## config.mk

```make
export PLATFORM = sky130hd
export DESIGN_NAME = dcpb_bank
export DESIGN_NICKNAME = d
export VERILOG_FILES = /design/src/dcpb_pkg.sv /design/src/dcpb_debounce.sv /design/src/dcpb_bank.sv
export SDC_FILE = /design/constraint.sdc
export NUM_CORES = 1
export LEC_CHECK = 0
export ABC_AREA = 1
export BUFFER_PORTS_ARGS = -buffer_cell sky130_fd_sc_hd__buf_2
export CAP_MARGIN = 10
export CORE_MARGIN = 1
export CORE_UTILIZATION = 35
export DETAILED_ROUTE_END_ITERATION = 10
export SLEW_MARGIN = 20
export SYNTH_ARGS = -nofsm -noshare
export SYNTH_HDL_FRONTEND = slang
export SYNTH_SLANG_ARGS = --single-unit
```

## constraint.sdc

```tcl
create_clock -name mclk -period 7.92 [get_ports mclk]
set_clock_uncertainty 0.15 [all_clocks]
set_input_delay 0.792 -clock mclk [delete_from_list [all_inputs] [get_ports mclk]]
set_output_delay 0.792 -clock mclk [all_outputs]
set_load 0.05 [all_outputs]
```

## src/dcpb_pkg.sv

```systemverilog
// Package for the drive control parameter bank: offsets, fields, codes
`default_nettype none
package dcpb_pkg;
    // Register offsets (fieldbus parameter addresses)
    localparam logic [15:0] OFF_IN0_DEB = 16'h0840;
    localparam logic [15:0] OFF_IN1_DEB = 16'h0842;
    localparam logic [15:0] OFF_IN2_DEB = 16'h0844;
    localparam logic [15:0] OFF_IN3_DEB = 16'h0846;
    localparam logic [15:0] OFF_CTRL_WORD = 16'h1b02;
    localparam logic [15:0] OFF_OP_MODE = 16'h1b06;
    localparam logic [15:0] OFF_PROF_ACT = 16'h1b10;
    localparam logic [15:0] OFF_PROF_MOTION = 16'h1b3e;
    // Reset values
    localparam logic [15:0] RST_DEB = 16'h0006;
    localparam logic [15:0] RST_CTRL_WORD = 16'h0000;
    localparam logic [15:0] RST_OP_MODE = 16'h0000;
    localparam logic [15:0] RST_PROF_ACT = 16'h0000;
    localparam logic [15:0] RST_PROF_MOTION = 16'h0000;
    // Control word bit positions
    localparam int CW_SWITCH_ON = 0;
    localparam int CW_ENABLE_VOLTAGE = 1;
    localparam int CW_QUICK_STOP = 2;
    localparam int CW_ENABLE_OP = 3;
    localparam int CW_MODE_LO = 4;
    localparam int CW_MODE_HI = 6;
    localparam int CW_FAULT_RESET = 7;
    localparam int CW_HALT = 8;
    localparam int CW_MODE_B9 = 9;
    localparam logic [15:0] CW_RESERVED_MASK = 16'hfc00;
    // Operating mode codes (signed)
    localparam logic signed [15:0] MODE_TUNING = -16'sd6;
    localparam logic signed [15:0] MODE_JOG = -16'sd1;
    localparam logic signed [15:0] MODE_RESERVED = 16'sd0;
    localparam logic signed [15:0] MODE_PROF_POS = 16'sd1;
    localparam logic signed [15:0] MODE_PROF_VEL = 16'sd3;
    localparam logic signed [15:0] MODE_PROF_TRQ = 16'sd4;
    localparam logic signed [15:0] MODE_HOMING = 16'sd6;
    localparam logic signed [15:0] MODE_INTERP_POS = 16'sd7;
    localparam logic signed [15:0] MODE_CSP = 16'sd8;
    localparam logic signed [15:0] MODE_CSV = 16'sd9;
    localparam logic signed [15:0] MODE_CST = 16'sd10;
    // Debounce
    localparam logic [15:0] DEB_MAX_CODE = 16'h0006;
    localparam int DEB_STEP_NS = 250000;
    localparam int CLK_PERIOD_NS = 10;
    localparam int DEB_STEP_CYC = DEB_STEP_NS / CLK_PERIOD_NS;
    localparam int DEB_CNT_W = 18;
    // Access channels
    localparam logic [1:0] CH_NONE = 2'h0;
    localparam logic [1:0] CH_CANOPEN = 2'h1;
    localparam logic [1:0] CH_MODBUS = 2'h2;

    typedef enum logic [1:0] {DCPB_CH_CANOPEN, DCPB_CH_MODBUS} dcpb_chan_type;

    typedef struct packed {
        logic wr;
        logic rd;
        logic [1:0] chan;
        logic [15:0] addr;
        logic [15:0] wdata;
    } dcpb_req_type;

    typedef struct packed {
        logic switch_on;
        logic enable_voltage;
        logic quick_stop;
        logic enable_operation;
        logic fault_reset;
        logic halt;
        logic [3:0] mode_bits;
    } dcpb_cmd_type;

    typedef enum logic [3:0] {
        DCPB_M_TUNING, DCPB_M_JOG, DCPB_M_NONE, DCPB_M_PPOS, DCPB_M_PVEL, DCPB_M_PTRQ,
        DCPB_M_HOME, DCPB_M_IPOS, DCPB_M_CSP, DCPB_M_CSV, DCPB_M_CST, DCPB_M_BAD
    } dcpb_mode_type;
endpackage : dcpb_pkg
`default_nettype wire

```

## src/dcpb_debounce.sv

```systemverilog
// Single input debouncer with a selectable hold time
`default_nettype none
module dcpb_debounce #(
    parameter int STEP_CYC = dcpb_pkg::DEB_STEP_CYC
) (
    input wire logic mclk,
    input wire logic rst,
    input wire logic raw_in,
    input wire logic [2:0] sel,
    output logic filt_out
);
    import dcpb_pkg::*;

    logic [DEB_CNT_W-1:0] cnt_r;
    logic [DEB_CNT_W-1:0] limit;

    assign limit = DEB_CNT_W'(STEP_CYC * int'(sel));

    always_ff @(posedge mclk or posedge rst) begin
        if (rst) begin
            cnt_r <= '0;
        end else if (raw_in == filt_out || sel == 3'h0) begin
            cnt_r <= '0;
        end else begin
            cnt_r <= cnt_r + DEB_CNT_W'(1);
        end
    end

    // With a nonzero code, output moves only after raw level held for the full time; code zero follows raw each cycle
    always_ff @(posedge mclk or posedge rst) begin
        if (rst) begin
            filt_out <= 1'b0;
        end else if (sel == 3'h0) begin
            filt_out <= raw_in;
        end else if (raw_in != filt_out && cnt_r + DEB_CNT_W'(1) >= limit) begin
            filt_out <= raw_in;
        end
    end
endmodule : dcpb_debounce
`default_nettype wire

```

## src/dcpb_bank.sv

```systemverilog
// Drive control parameter bank: control word, mode, debounce, profile owner
`default_nettype none
//
// Contract
// - Bits 0-3 drive state machine commands
// - Bit 7 fault reset, bit 8 halt
// - Bits 4-6 and 9 mode dependent
// - Control word and mode apply immediately
// - Mode codes -6,-1,0,1,3,4 decoded
// - Mode codes 6,7,8 and cyclic modes
// - Mode is INT8 over CANopen, INT16 otherwise
// - Debounce code 1-6 gives 0.25 ms steps
// - Debounce code zero passes input through
// - Debounce change only while power stage off
// - Profile activation: 0 off, 1 on
// - Only activating channel may use profile
module dcpb_bank #(
    parameter int NUM_IN = 4,
    parameter int STEP_CYC = dcpb_pkg::DEB_STEP_CYC
) (
    input wire logic mclk,
    input wire logic rst,
    input wire dcpb_pkg::dcpb_req_type req,
    output logic [15:0] rdata,
    output logic rvalid,
    output logic wr_err,
    input wire logic power_stage_on,
    input wire logic [NUM_IN-1:0] digital_input_raw,
    output logic [NUM_IN-1:0] digital_input_filt,
    output dcpb_pkg::dcpb_cmd_type drive_cmd,
    output dcpb_pkg::dcpb_mode_type op_mode,
    output logic profile_active,
    output logic [1:0] profile_owner,
    output logic [15:0] profile_motion_out
);
    import dcpb_pkg::*;

    logic [15:0] drive_control_word_r;
    logic [15:0] operating_mode_select_r;
    logic [15:0] deb_r [NUM_IN];
    logic profile_activation_r;
    logic [1:0] owner_r;
    logic [15:0] profile_motion_control_r;
    logic [15:0] mode_wval;
    logic [15:0] rd_nxt;
    logic hit_known;
    logic prof_ok;
    logic deb_hit;
    logic [1:0] deb_idx;

    function automatic dcpb_mode_type decode_mode(input logic [15:0] code);
        case ($signed(code))
            MODE_TUNING: decode_mode = DCPB_M_TUNING;
            MODE_JOG: decode_mode = DCPB_M_JOG;
            MODE_RESERVED: decode_mode = DCPB_M_NONE;
            MODE_PROF_POS: decode_mode = DCPB_M_PPOS;
            MODE_PROF_VEL: decode_mode = DCPB_M_PVEL;
            MODE_PROF_TRQ: decode_mode = DCPB_M_PTRQ;
            MODE_HOMING: decode_mode = DCPB_M_HOME;
            MODE_INTERP_POS: decode_mode = DCPB_M_IPOS;
            MODE_CSP: decode_mode = DCPB_M_CSP;
            MODE_CSV: decode_mode = DCPB_M_CSV;
            MODE_CST: decode_mode = DCPB_M_CST;
            default: decode_mode = DCPB_M_BAD;
        endcase
    endfunction : decode_mode

    function automatic logic is_prof_reg(input logic [15:0] a);
        is_prof_reg = (a == OFF_PROF_MOTION);
    endfunction : is_prof_reg

    // CANopen carries the mode as INT8; sign extend to the 16-bit form
    always_comb begin
        if (req.chan == CH_CANOPEN) begin
            mode_wval = {{8{req.wdata[7]}}, req.wdata[7:0]};
        end else begin
            mode_wval = req.wdata;
        end
    end

    always_comb begin
        deb_hit = 1'b0;
        deb_idx = 2'h0;
        case (req.addr)
            OFF_IN0_DEB: begin
                deb_hit = 1'b1;
                deb_idx = 2'h0;
            end
            OFF_IN1_DEB: begin
                deb_hit = 1'b1;
                deb_idx = 2'h1;
            end
            OFF_IN2_DEB: begin
                deb_hit = 1'b1;
                deb_idx = 2'h2;
            end
            OFF_IN3_DEB: begin
                deb_hit = 1'b1;
                deb_idx = 2'h3;
            end
            default: begin
                deb_hit = 1'b0;
                deb_idx = 2'h0;
            end
        endcase
    end

    // Profile registers are usable only by the owning channel
    assign prof_ok = profile_activation_r && (owner_r == req.chan);

    // Control word: reserved bits are the master's duty, stored as written
    always_ff @(posedge mclk or posedge rst) begin
        if (rst) begin
            drive_control_word_r <= RST_CTRL_WORD;
        end else if (req.wr && req.addr == OFF_CTRL_WORD) begin
            drive_control_word_r <= req.wdata;
        end
    end

    always_ff @(posedge mclk or posedge rst) begin
        if (rst) begin
            operating_mode_select_r <= RST_OP_MODE;
        end else if (req.wr && req.addr == OFF_OP_MODE) begin
            operating_mode_select_r <= mode_wval;
        end
    end

    // Out-of-range codes are refused rather than clamped
    generate
        for (genvar g = 0; g < NUM_IN; g++) begin : g_deb
            always_ff @(posedge mclk or posedge rst) begin
                if (rst) begin
                    deb_r[g] <= RST_DEB;
                end else if (req.wr && deb_hit && deb_idx == 2'(g) && !power_stage_on
                             && req.wdata <= DEB_MAX_CODE) begin
                    deb_r[g] <= req.wdata;
                end
            end

            dcpb_debounce #(
                .STEP_CYC(STEP_CYC)
            ) u_deb (
                .mclk(mclk),
                .rst(rst),
                .raw_in(digital_input_raw[g]),
                .sel(deb_r[g][2:0]),
                .filt_out(digital_input_filt[g])
            );
        end
    endgenerate

    // Activation claims ownership; another channel cannot steal or drop it
    always_ff @(posedge mclk or posedge rst) begin
        if (rst) begin
            profile_activation_r <= 1'b0;
            owner_r <= CH_NONE;
        end else if (req.wr && req.addr == OFF_PROF_ACT
                     && (!profile_activation_r || owner_r == req.chan)) begin
            if (req.wdata == 16'h0001) begin
                profile_activation_r <= 1'b1;
                owner_r <= req.chan;
            end else if (req.wdata == 16'h0000) begin
                profile_activation_r <= 1'b0;
                owner_r <= CH_NONE;
            end
        end
    end

    always_ff @(posedge mclk or posedge rst) begin
        if (rst) begin
            profile_motion_control_r <= RST_PROF_MOTION;
        end else if (req.wr && is_prof_reg(req.addr) && prof_ok) begin
            profile_motion_control_r <= req.wdata;
        end
    end

    always_comb begin
        rd_nxt = 16'h0000;
        hit_known = 1'b1;
        if (deb_hit) begin
            rd_nxt = deb_r[deb_idx];
        end else begin
            case (req.addr)
                OFF_CTRL_WORD: rd_nxt = drive_control_word_r;
                OFF_OP_MODE: begin
                    if (req.chan == CH_CANOPEN) begin
                        rd_nxt = {{8{operating_mode_select_r[7]}},
                                  operating_mode_select_r[7:0]};
                    end else begin
                        rd_nxt = operating_mode_select_r;
                    end
                end
                OFF_PROF_ACT: rd_nxt = {15'h0000, profile_activation_r};
                OFF_PROF_MOTION: rd_nxt = prof_ok ? profile_motion_control_r : 16'h0000;
                default: hit_known = 1'b0;
            endcase
        end
    end

    always_ff @(posedge mclk or posedge rst) begin
        if (rst) begin
            rdata <= 16'h0000;
            rvalid <= 1'b0;
        end else begin
            rdata <= req.rd ? rd_nxt : 16'h0000;
            rvalid <= req.rd;
        end
    end

    // Flags refused writes: unknown address, locked debounce, bad code, foreign channel
    always_ff @(posedge mclk or posedge rst) begin
        if (rst) begin
            wr_err <= 1'b0;
        end else begin
            wr_err <= (req.wr || req.rd) && (!hit_known
                || (req.wr && deb_hit && (power_stage_on || req.wdata > DEB_MAX_CODE))
                || (req.wr && req.addr == OFF_PROF_ACT && req.wdata > 16'h0001)
                || (req.wr && req.addr == OFF_PROF_ACT && profile_activation_r
                    && owner_r != req.chan)
                || (is_prof_reg(req.addr) && !prof_ok));
        end
    end

    // Drive commands decoded from the live control word
    always_comb begin
        drive_cmd.switch_on = drive_control_word_r[CW_SWITCH_ON];
        drive_cmd.enable_voltage = drive_control_word_r[CW_ENABLE_VOLTAGE];
        drive_cmd.quick_stop = drive_control_word_r[CW_QUICK_STOP];
        drive_cmd.enable_operation = drive_control_word_r[CW_ENABLE_OP];
        drive_cmd.fault_reset = drive_control_word_r[CW_FAULT_RESET];
        drive_cmd.halt = drive_control_word_r[CW_HALT];
        drive_cmd.mode_bits = {drive_control_word_r[CW_MODE_B9],
                               drive_control_word_r[CW_MODE_HI:CW_MODE_LO]};
    end

    assign op_mode = decode_mode(operating_mode_select_r);
    assign profile_active = profile_activation_r;
    assign profile_owner = owner_r;
    assign profile_motion_out = profile_motion_control_r;
endmodule : dcpb_bank
`default_nettype wire

```

After elaboration in Yosys (flattened, before gate mapping)
Cells that the tools add are included.
{"block": "totals", "register_bits": 209, "out_inout_bits": 55}
{"block": "classes", "add_sub_neg": 4, "n_mul": 4, "order_cmp": 8, "n_eq_ne": 33, "mux": 30, "n_bitwise": 1, "n_reduce_logical": 60}
{"op": "16-bit 2-to-1 mux", "n": 7}
{"op": "18-bit by 1-bit adder with 18-bit output, second input constant", "n": 4}
{"op": "18-bit >= comparator", "n": 4}
{"op": "18-bit 2-to-1 mux", "n": 4}
{"op": "16-bit by 12-bit == test with 1-bit output, second input constant", "n": 4}
{"op": "16-bit by 13-bit == test with 1-bit output, second input constant", "n": 4}
{"op": "16-bit one-hot mux with 4 select lines", "n": 1}
{"op": "12-bit by 3-bit multiplier with 15-bit output, first input constant", "n": 4}
{"op": "16-bit by 3-bit == test with 1-bit output, second input constant", "n": 3}
{"op": "16-bit by 4-bit == test with 1-bit output, second input constant", "n": 3}
{"op": "4-bit one-hot mux with 11 select lines", "n": 1}
{"op": "16-bit binary-select mux with 2-bit select", "n": 1}
{"op": "16-bit by 1-bit == test with 1-bit output, second input constant", "n": 2}
{"op": "16-bit == test, second input constant", "n": 2}
{"op": "16-bit logical NOT", "n": 2}
{"op": "1-bit logical AND", "n": 30}
{"op": "16-bit by 2-bit == test with 1-bit output, second input constant", "n": 1}
{"op": "16-bit by 1-bit greater-than comparator with 1-bit output, second input constant", "n": 1}
{"op": "16-bit by 3-bit greater-than comparator with 1-bit output, second input constant", "n": 1}
{"op": "16-bit by 3-bit less-or-equal comparator with 1-bit output, second input constant", "n": 1}
{"op": "1-bit 2-to-1 mux", "n": 13}
{"op": "3-bit logical NOT", "n": 4}
{"op": "1-bit logical OR", "n": 11}
{"op": "2-bit nonzero test", "n": 5}
{"op": "14 further kinds", "n": 27}

Longest topological paths before layout
Gate-level depths: netlist of the first run.
{"block": "depth", "depth_word": 10, "mapped_depth": 22, "mapped_depth_nobuf": 22}

Modules after synthesis
Synthesis of the first run repeated with hierarchy kept, for this count alone.
{"block": "hier_totals", "cells_unflattened": 1809, "area_unflattened_um2": 13349.1}
{"module": "dcpb_bank", "n_inst": 1, "cells_each": 953, "area_each_um2": 6922.9, "seq_area_each_um2": 3338.2}
{"module": "dcpb_debounce", "n_inst": 4, "cells_each": 214, "area_each_um2": 1606.5, "seq_area_each_um2": 475.5}

Worst setup path before layout of the first run
OpenSTA, ideal clock, no wires.
{"block": "synth_timing", "path_type": "register to output", "from": "register operating_mode_select_r[0]", "to": "output op_mode[0]", "arrival_time_ns": 2.151, "required_ns": 6.978, "setup_slack_ns": 4.827, "path_stages_with_launch": 8, "path_buffers": 1, "path_cell_list": "dfrtp_1 clkbuf_1 nand2_1 nor2_1 o21ai_0 nand3_1 or2_2 nand4_1"}
{"block": "synth_via", "elab_chain_len": 2}
{"item": "start: declaration", "line_no": "dcpb_bank.sv:39", "text": "logic [15:0] operating_mode_select_r;"}
{"item": "start signal: assignment", "line_no": "dcpb_bank.sv:124", "text": "operating_mode_select_r <= mode_wval;"}
{"item": "16-bit by 4-bit == test with 1-bit output, or another cell as far along", "line_no": "dcpb_bank.sv:52", "text": "case ($signed(code))"}
{"item": "4-bit one-hot mux with 11 select lines *", "line_no": "dcpb_bank.sv:52"}
{"item": "end: declaration", "line_no": "dcpb_bank.sv:31", "text": "output dcpb_pkg::dcpb_mode_type op_mode,"}
Every way passes the cells marked *; elsewhere a longest branch is shown, timed or not.

Worst setup path in the final report of the first run
{"block": "layout_timing", "from": "register operating_mode_select_r[13]", "to": "output op_mode[0]"}
The elaborated chain is that of the path after synthesis.

==> reports/metrics.csv, run 1 <==
metric;value;unit
status;finished, violations left;
failing checks;DRC;
initial antenna violation count;0;
CTS H-tree lvls;1;
sequential-to-total area share from yosys stat;0.4113;
cell internal pwr;1.789;mW
Layout area overhead;13.43;%
Root Driver;clkbuf_16;
period utilization;0.4280;
final hold violations;0;
fin util;0.4053;
DIE WIDTH;192.8;microns
worst-margin pin slew;1011;ps
register share of total power;0.462;
final setup violation count;0;
min-delay worst type;in -> reg;
Clock Latency Late Sink;530;ps
first-pass GRT wire length;52360;microns
RSZ-0062 raised after global routing;no;
wire per inst;14.16;microns
normalized max-slew margin;0.3244;
starting density of the core;0.3573;
cell area power density;160.3;nW/um^2
commonest non-fill, non-tap cell in the layout;nand2_1;
fmax;295.0;MHz
syn avg cell area;7.666;sq um
Final #Nets;1883;
fin. max-slew vios;0;
RD Place Congestion;0.8145;
layout cells sized above 1;0.1112;
Psw;0.5271;mW
vias per cell;4.774;
die height;192.8;microns
Max-Cap Viols;0;
Final Power;2.316;mW
total global routing overflow;0;
Leakage;7.603;nW
core area;35660;sq um
initial drt markers;587;
IO Port Bufs;97;
CTS Buf Count;26;
synth warn;0;
CTS tree;built;
Design Area, Final;14450;sq um
post-CTS setup buffer count;0;
clock power share;0.506;
Peak VDD IR;0.0001715;V
switch share;0.2275;
Syn Nets;1802;
Startpoint Class;flop;
Hold Buf Count CTS;0;
min cycle time layout;3390;ps
critical path capture point type;output pin;
vias in the first global route;10220;
top_reg_cell synth;dfrtp_1;
Worst EP required;6980;ps
CTS sink cnt;209;
Worst Path Arrival;2450;ps
Die Footprint;37170;sq um
Cell variety after synth;45;
Tot GR Track Use;0.1760;
Post-synth EDFFs;0;
#FFs+latches synth;209;
TNS Setup;0;ps
ys async rst share;1.000;
placed cell area;13580;sq um
combinational share of power;0.032;
Detail Route Antenna Nets;0;
clock slew at reported path FFs;60;ps
Syn Inst Count;1662;
most frequent cells in the layout;347 x nand2_1, 273 x nor2_1, 263 x inv_1;
hpwl dp;23390;microns
post-CTS sizing;0;
routed via count;10613;
Max Root-Sink Buffers;3;
routed wire length;31470;microns
cell area after synthesis;12740;sq um
diode count;0;
largest net degree at the start of global routing;105;
# DRC;6;
DRT Pass-1 Iters;8;
critical path class;reg -> out;
CP max FO;6;
num rows;69;
Ports;98;
layout make-up:
class	count	area [sq um]
clock buffers	38	807.0
clock inverters	9	56.30
fillers	3663	21200
inverters	267	1010
multi-input cells	1136	6232
flip-flops and latches	209	5240
well taps	461	576.8
repair buffers	103	530.5
power by group through the flow:
stage / logic, mW / clock network (mW) / registers, mW
2_1_floorplan: 0.0426 / 0 / 1.09
3_3_place_gp: 0.0755 / 0 / 1.09
3_5_place_dp: 0.0762 / 0 / 1.09
4_1_cts: 0.0764 / 1.20 / 1.07
5_1_grt: 0.0847 / 1.25 / 1.07
6_report: 0.0740 / 1.17 / 1.07
per-layer routing:
layer | vias to the layer above | part of all wire | wire (microns) | track usage
li1 | 5431 | - | - | -
met1 | 4939 | 0.48 | 15170 | 0.2425
met2 | 207 | 0.45 | 14300 | 0.2885
met3 | 36 | 0.044 | 1375 | 0.02510
met4 | 0 | 0.020 | 626 | 0.04300
met5 | - | 0 | 0 | 0
synth_stat cells, drive strengths merged (2+ instances only):
master	instances	area, sq um
a21o	7	52.55
a21oi	43	215.2
a31o	2	17.52
a31oi	4	25.02
buf	28	188.9
clkbuf	22	82.58
dfrtp	201	5030
dfstp	8	210.2
ha	97	1214
inv	267	1002
mux2	8	90.08
nand2	350	1321
nand3	61	320.3
nand3b	3	22.52
nand4	76	481.7
nor2	283	1157
nor2b	2	12.51
nor3	21	105.1
nor4	6	73.82
nor4b	2	17.52
o21ai	97	489.2
o21bai	5	37.54
or2	9	56.30
xnor2	16	140.1
xor2	38	332.8
worst paths after layout:
path,cells past startpoint,endpoint,start,slack (ps)
worst min-delay path,1,rvalid,req[34],250
worst min register to register,2,deb_r[55],deb_r[55],340
worst max register to register,20,g_deb[1].u_deb.filt_out,deb_r[33],4670
worst max-delay path,9,op_mode[0],operating_mode_select_r[13],4530
max in group asynchronous,3,profile_motion_out[6],rst,6090
min in group asynchronous,2,g_deb[3].u_deb.cnt_r[14],rst,260
worst max-delay path: stages, from the launching register on:
cell	delay [ps]
dfrtp_1	400
inv_1	80
nand4_1	130
nor2_1	390
and2_1	240
o21ai_0	120
nand3_1	110
or2_2	130
nand4_1	80
buf_2	230
flip-flops by register name (all words and copies together) (netlist names):
signal	cells
drive_control_word_r	16
deb_r	64
g_deb.u_deb.filt_out	4
profile_owner	2
wr_err	1
rvalid	1
rdata	16
profile_active	1
g_deb.u_deb.cnt_r	72
profile_motion_out	16
operating_mode_select_r	16
cells by family (layout without fill, tap and decap cells):
| kind of cell | Yosys count | in the layout | share of synthesized area |
|---|---|---|---|
| buffers and inverters | 317 | 417 | 0.09997 |
| AOI/OAI and AO/OA | 161 | 161 | 0.06766 |
| muxes | 8 | 8 | 0.007070 |
| adders and majority gates | 97 | 97 | 0.09526 |
| xor gates and xnor gates | 54 | 54 | 0.03712 |
| and+or+nand+nor | 816 | 816 | 0.2816 |
| DFF | 209 | 209 | 0.4113 |
metrics by stage:
step                hold WS (ps)  setup slack (ps)  cells
global placement           321.5              4491   2176
detailed placement         328.2              4442   2176
floorplan                  309.1              1282   1662
CTS                        226.4              4496   2223
global route               227.3              4284   2223
finish                     245.2              4530   2223
Power figures use the tool's default switching activity.
==> inputs of run 2 (changes only) <==
==> constraint.sdc (replaced) <==
create_clock -name mclk -period 2.8 [get_ports mclk]
set_clock_uncertainty 0.15 [all_clocks]
set_input_delay 0.28 -clock mclk [delete_from_list [all_inputs] [get_ports mclk]]
set_output_delay 0.28 -clock mclk [all_outputs]
set_load 0.05 [all_outputs]
==> run 2 against run 1 <==
  * The run ends with DRC, setup timing left
  * Clock power grew to 2.7 times the previous value
  * Count of clock-buffer cells in the layout unchanged
  * Die area unchanged
  * Sequential power grew to 2.8 times the previous value
  * Power rose to 2.8 times the previous value
  * Combinational power increased to 3.2 times the previous value
  * Largest power group unchanged
==> reports/metrics.csv, run 2 (synthesized netlist as in run 1, its figures left out) <==
metric;value;unit
cell area power density;418.5;nW/um^2
cell internal pwr;5.005;mW
Worst EP required;3070;ps
combinational share of power;0.037;
Root Driver;clkbuf_16;
CP max FO;3;
register share of total power;0.469;
vias in the first global route;11137;
vias per cell;4.769;
Setup WS post-layout;-48.53;ps
Detail Route Antenna Nets;0;
diode count;0;
DRT Pass-1 Iters;8;
crit-path most repeated cell;nand2_1;
core area;35660;sq um
max reg flops;72;
normalized max-slew margin;0.4969;
busiest grt layer;met2;
period utilization;1.017;
# DRC;4;
DIE WIDTH;192.8;microns
status;finished, violations left;
worst-margin pin slew;752.5;ps
min cycle time layout;2849;ps
Final Power;6.457;mW
Worst Path Arrival;3120;ps
IO Port Bufs;97;
Leakage;8.007;nW
critical path capture point type;flop;
hpwl dp;23360;microns
Final #Nets;1965;
most frequent cells in the layout;341 x nand2_1, 261 x nor2_1, 253 x inv_1;
die height;192.8;microns
CTS sink cnt;209;
CTS H-tree lvls;1;
switch share;0.2248;
worst r2r path cells;17;
routed wire length;31880;microns
RSZ-0062 raised after global routing;yes;
routed via count;10988;
CTS tree;built;
met1 Usage GRT;0.2318;
critical-path cell list;inv_4, ha_4, ha_4, nand2_4, o21bai_4, buf_4, a21oi_1, ha_1, a21o_1, nor2_2, nand2_1, nand2_1, nand2_1, nand2_2, nand3_2, nand2_1, inv_1;
final setup violation count;1;
wire per inst;13.83;microns
Layout area overhead;21.08;%
critical path's largest stage delay;550;ps
largest net degree at the start of global routing;95;
final hold violations;0;
fin. max-slew vios;0;
num rows;69;
Clock Latency Late Sink;530;ps
Ports;98;
Tot GR Track Use;0.1788;
Top reg by flops;g_deb.u_deb.cnt_r;
Psw;1.452;mW
clock power share;0.494;
commonest non-fill, non-tap cell in the layout;nand2_1;
biggest regs;g_deb.u_deb.cnt_r x72, deb_r x64;
Peak VDD IR;0.0004787;V
failing checks;DRC, setup timing;
hold slack final;41.01;ps
Max-Cap Viols;0;
Max Root-Sink Buffers;3;
first-pass GRT wire length;53850;microns
initial drt markers;490;
RD Place Congestion;0.8415;
Startpoint Class;flop;
CTS Buf Count;24;
Die Footprint;37170;sq um
hold path cells;4;
starting density of the core;0.3573;
clock slew at reported path FFs;60;ps
fmax;351.1;MHz
critical path class;reg -> reg;
initial antenna violation count;0;
M3 GR Usage;0.02164;
total global routing overflow;0;
min-delay worst type;in -> reg;
met2 Usage GRT;0.3082;
crit path max-delay cell type;dfstp_2;
layout cells sized above 1;0.1649;
-- run 2: power by group through the flow --
stage	registers (mW)	clock network (mW)	logic, mW
2_1_floorplan	3.09	0	0.121
4_1_cts	3.03	3.27	0.247
3_3_place_gp	3.08	0	0.219
6_report	3.03	3.19	0.240
3_5_place_dp	3.08	0	0.222
5_1_grt	3.03	3.40	0.272
-- run 2: area by class of cell --
class,instances,area (sq um)
Clock inverter,6,96.34
Timing Repair Buffer,187,1261
Sequential cell,209,5244
Tap cell,461,576.8
Inverter,267,1011
Clock buffer,38,703.2
Fill cell,3556,20230
Multi-Input combinational cell,1136,6535
-- run 2: path summary, 6_finish.rpt --
path | start | endpoint | slack [ps]
min in group asynchronous | rst | operating_mode_select_r[12] | 170
max reg2reg | deb_r[49] | g_deb[0].u_deb.filt_out | -50
min reg2reg | g_deb[3].u_deb.cnt_r[0] | g_deb[3].u_deb.cnt_r[0] | 330
max | deb_r[49] | g_deb[0].u_deb.filt_out | -50
min | req[1] | profile_active | 40
max in group asynchronous | rst | deb_r[63] | 1490
-- run 2: timing repair --
| item | in CTS | in global routing |
|---|---|---|
| gates resized for setup | 11 | 55 |
| setup endpoints to repair | 6 | 7 |
| pin swaps | 22 | 31 |
| hold endpoints to repair | 54 | 0 |
| hold buffers | 24 | 0 |
| setup buffers | 2 | 11 |
-- run 2: routing by layer --
layer  vias up  part of all wire
met5         -                 0
met2       181              0.47
met4         0             0.031
met3        50             0.036
met1      5181              0.46
li1       5576                 -
-- run 2: stage by stage --
step / setup WS (ps) / setup TNS [ps] / utilization / std cells / instance area (sq um)
6_report: -48.53 / -48.53 / 0.4327 / 2304 / 15430
5_1_grt: -233.6 / -742.4 / 0.4327 / 2304 / 15430
4_1_cts: 2.007 / 0 / 0.4242 / 2293 / 15120
3_5_place_dp: -105.1 / -187.9 / 0.3936 / 2223 / 14030
3_3_place_gp: -38.21 / -38.21 / 0.3936 / 2223 / 14030
2_1_floorplan: -337.7 / -67880 / - / 1662 / 12820
-- run 2: worst max-delay path: cells and delay by family, from the launching register on --
family / cells / cell delay (ps)
compound gates: 3 / 460
fa+ha+maj: 3 / 820
buf+inv: 3 / 220
flops: 1 / 550
simple gates: 8 / 550
==> inputs of run 3 (changes only) <==
==> constraint.sdc (replaced) <==
create_clock -name mclk -period 2.71 [get_ports mclk]
set_clock_uncertainty 0.15 [all_clocks]
set_input_delay 0.271 -clock mclk [delete_from_list [all_inputs] [get_ports mclk]]
set_output_delay 0.271 -clock mclk [all_outputs]
set_load 0.05 [all_outputs]
==> run 3 against run 2 <==
  * Global-route usage barely moved
  * Wire length is 1.5% higher
  * Sequential cell count is the same
  * Largest power group unchanged
  * Non-clock buffer count is 28 higher
  * Power increased by 3.9%
  * Sequential share of layout area fell by 0.76 points
  * Fmax is 2.3% higher
  * Combinational power up 6%
  * Die area did not move
  * Clock power up 4%
  * The run still ends with DRC, setup timing left
  * Count of clock-buffer cells in the layout increased by 1
  * Via count is 0.60% higher
==> reports/metrics.csv, run 3 (synthesized netlist as in run 1, its figures left out) <==
metric;value;unit
Root Driver;clkbuf_16;
initial drt markers;586;
most frequent cells in the layout;336 x nand2_1, 257 x nor2_1, 253 x inv_1;
diode count;0;
beginning of the worst hold path;req[21];
routed wire length;32340;microns
CP max FO;3;
Worst Path Arrival;3060;ps
num rows;69;
worst-margin pin slew;771.9;ps
Fill cells;3547;
FF-to-FF setup slack;-70;ps
period utilization;1.027;
TNS Setup;-193.8;ps
final hold violations;0;
Detail Route Antenna Nets;0;
Crit path max-delay family;simple AND/OR/NAND/NOR gates;
Final #Nets;1994;
largest net degree at the start of global routing;78;
# DRC;2;
status;finished, violations left;
Top reg by flops;g_deb.u_deb.cnt_r;
failing checks;DRC, setup timing;
RSZ-0062 raised after global routing;yes;
biggest regs;g_deb.u_deb.cnt_r x72, deb_r x64;
fmax;359.2;MHz
Max-Cap Viols;0;
crit path buf inv count;2;
CTS Buf Count;25;
vias per cell;4.736;
Setup WS post-layout;-73.81;ps
IO Port Bufs;97;
CP startpoint;deb_r[33];
first-pass GRT wire length;53510;microns
normalized max-slew margin;0.4840;
hpwl dp;23430;microns
hold slack final;88.89;ps
Clock Latency Late Sink;540;ps
critical-path cell list;inv_4, ha_4, ha_4, nand2_2, o21bai_4, xor2_1, ha_1, nand2_2, nor2_2, nand2_1, nand3_2, nand2_1, nand2_1, nand2_1, nand2_1, nand2_1, nand2_1, nand2_1, nand2_1, inv_1;
Tot GR Track Use;0.1792;
total global routing overflow;0;
min cycle time layout;2784;ps
CTS sink cnt;209;
critical path class;reg -> reg;
RD Place Congestion;0.8524;
Worst EP required;2990;ps
cell area power density;425.1;nW/um^2
die height;192.8;microns
Layout area overhead;23.83;%
Leakage;8.161;nW
starting density of the core;0.3573;
crit path max-delay cell type;dfstp_2;
core area;35660;sq um
CTS H-tree lvls;1;
DIE WIDTH;192.8;microns
Ports;98;
critical path's largest stage delay;550;ps
commonest non-fill, non-tap cell in the layout;nand2_1;
final setup violation count;3;
max reg flops;72;
initial antenna violation count;0;
fin. max-slew vios;0;
layout cells sized above 1;0.1895;
Die Footprint;37170;sq um
Startpoint Class;flop;
clock slew at reported path FFs;60;ps
vias in the first global route;10844;
CTS tree;built;
Peak VDD IR;0.0004387;V
RR Startpoint;deb_r[33];
DRT Pass-1 Iters;8;
Max Root-Sink Buffers;3;
crit-path most repeated cell;nand2_1;
routed via count;11054;
critical path capture point type;flop;
min-delay worst type;in -> reg;
wire per inst;13.86;microns
[run 3: changes by cell type in the layout (fill, tap and decap cells not counted), sizes merged]
cell         change
bufinv           -1
buf             +27
dlygate4sd3      +1
clkbuf           +1
inv              +1
clkinv           +3
clkinvlp         -2
[run 3: cell type report]
class / count / area (sq um) / share of cell area
timing repair buffer: 215 / 1490 / 0.09445
multi-input combinational: 1136 / 6651 / 0.4216
tap: 461 / 576.8 / 0.03656
clock buffer: 39 / 728.2 / 0.04615
clock inverter: 7 / 75.07 / 0.004758
sequential: 209 / 5243 / 0.3323
inverter: 267 / 1013 / 0.06423
[run 3: stage by stage]
stage / power [mW] / util / instances / cell area [sq um] / worst slack [ps]
finish: 6.707 / 0.4425 / 2334 / 15780 / -73.81
global route: 6.947 / 0.4425 / 2334 / 15780 / -274.8
detailed placement: 3.420 / 0.3987 / 2244 / 14220 / -155.7
global placement: 3.416 / 0.3987 / 2244 / 14220 / -82.50
floorplan: 3.317 / - / 1662 / 12830 / -418.7
CTS: 6.805 / 0.4334 / 2325 / 15450 / -86.10
[run 3: tightest hold or removal path: cells and delay by family]
kind / cells / cell delay (ps)
and+or+nand+nor: 5 / 350
buffers and inverters: 1 / 110
[run 3: final timing paths]
check                                     endpoint  depth (start not counted)
max                        g_deb[1].u_deb.filt_out                         20
min reg2reg                               deb_r[5]                          2
min                                         wr_err                          6
max reg2reg                g_deb[1].u_deb.filt_out                         20
min in group asynchronous   profile_motion_out[15]                          3
max in group asynchronous                deb_r[50]                          4
[run 3: metal layers]
layer | up-vias | share of wire | GRT usage
met5 | - | 0 | 0
li1 | 5639 | - | -
met4 | 0 | 0.028 | 0.05603
met1 | 5194 | 0.47 | 0.2409
met3 | 46 | 0.039 | 0.02419
met2 | 175 | 0.47 | 0.2967
[run 3: repair_timing]
action / 4_1_cts / 5_1_grt
endpoints found under the hold margin: 131 / 0
gates resized for setup: 27 / 64
hold buffers: 25 / 0
pin swaps: 29 / 53
endpoints found under the setup margin: 7 / 7
buffers inserted: 10 / 9
[run 3: where the power goes]
part | internal, mW | switching (mW)
logic | 0.0795 | 0.175
clock network | 1.95 | 1.38
registers | 3.13 | 0.00282
total | 5.15 | 1.55
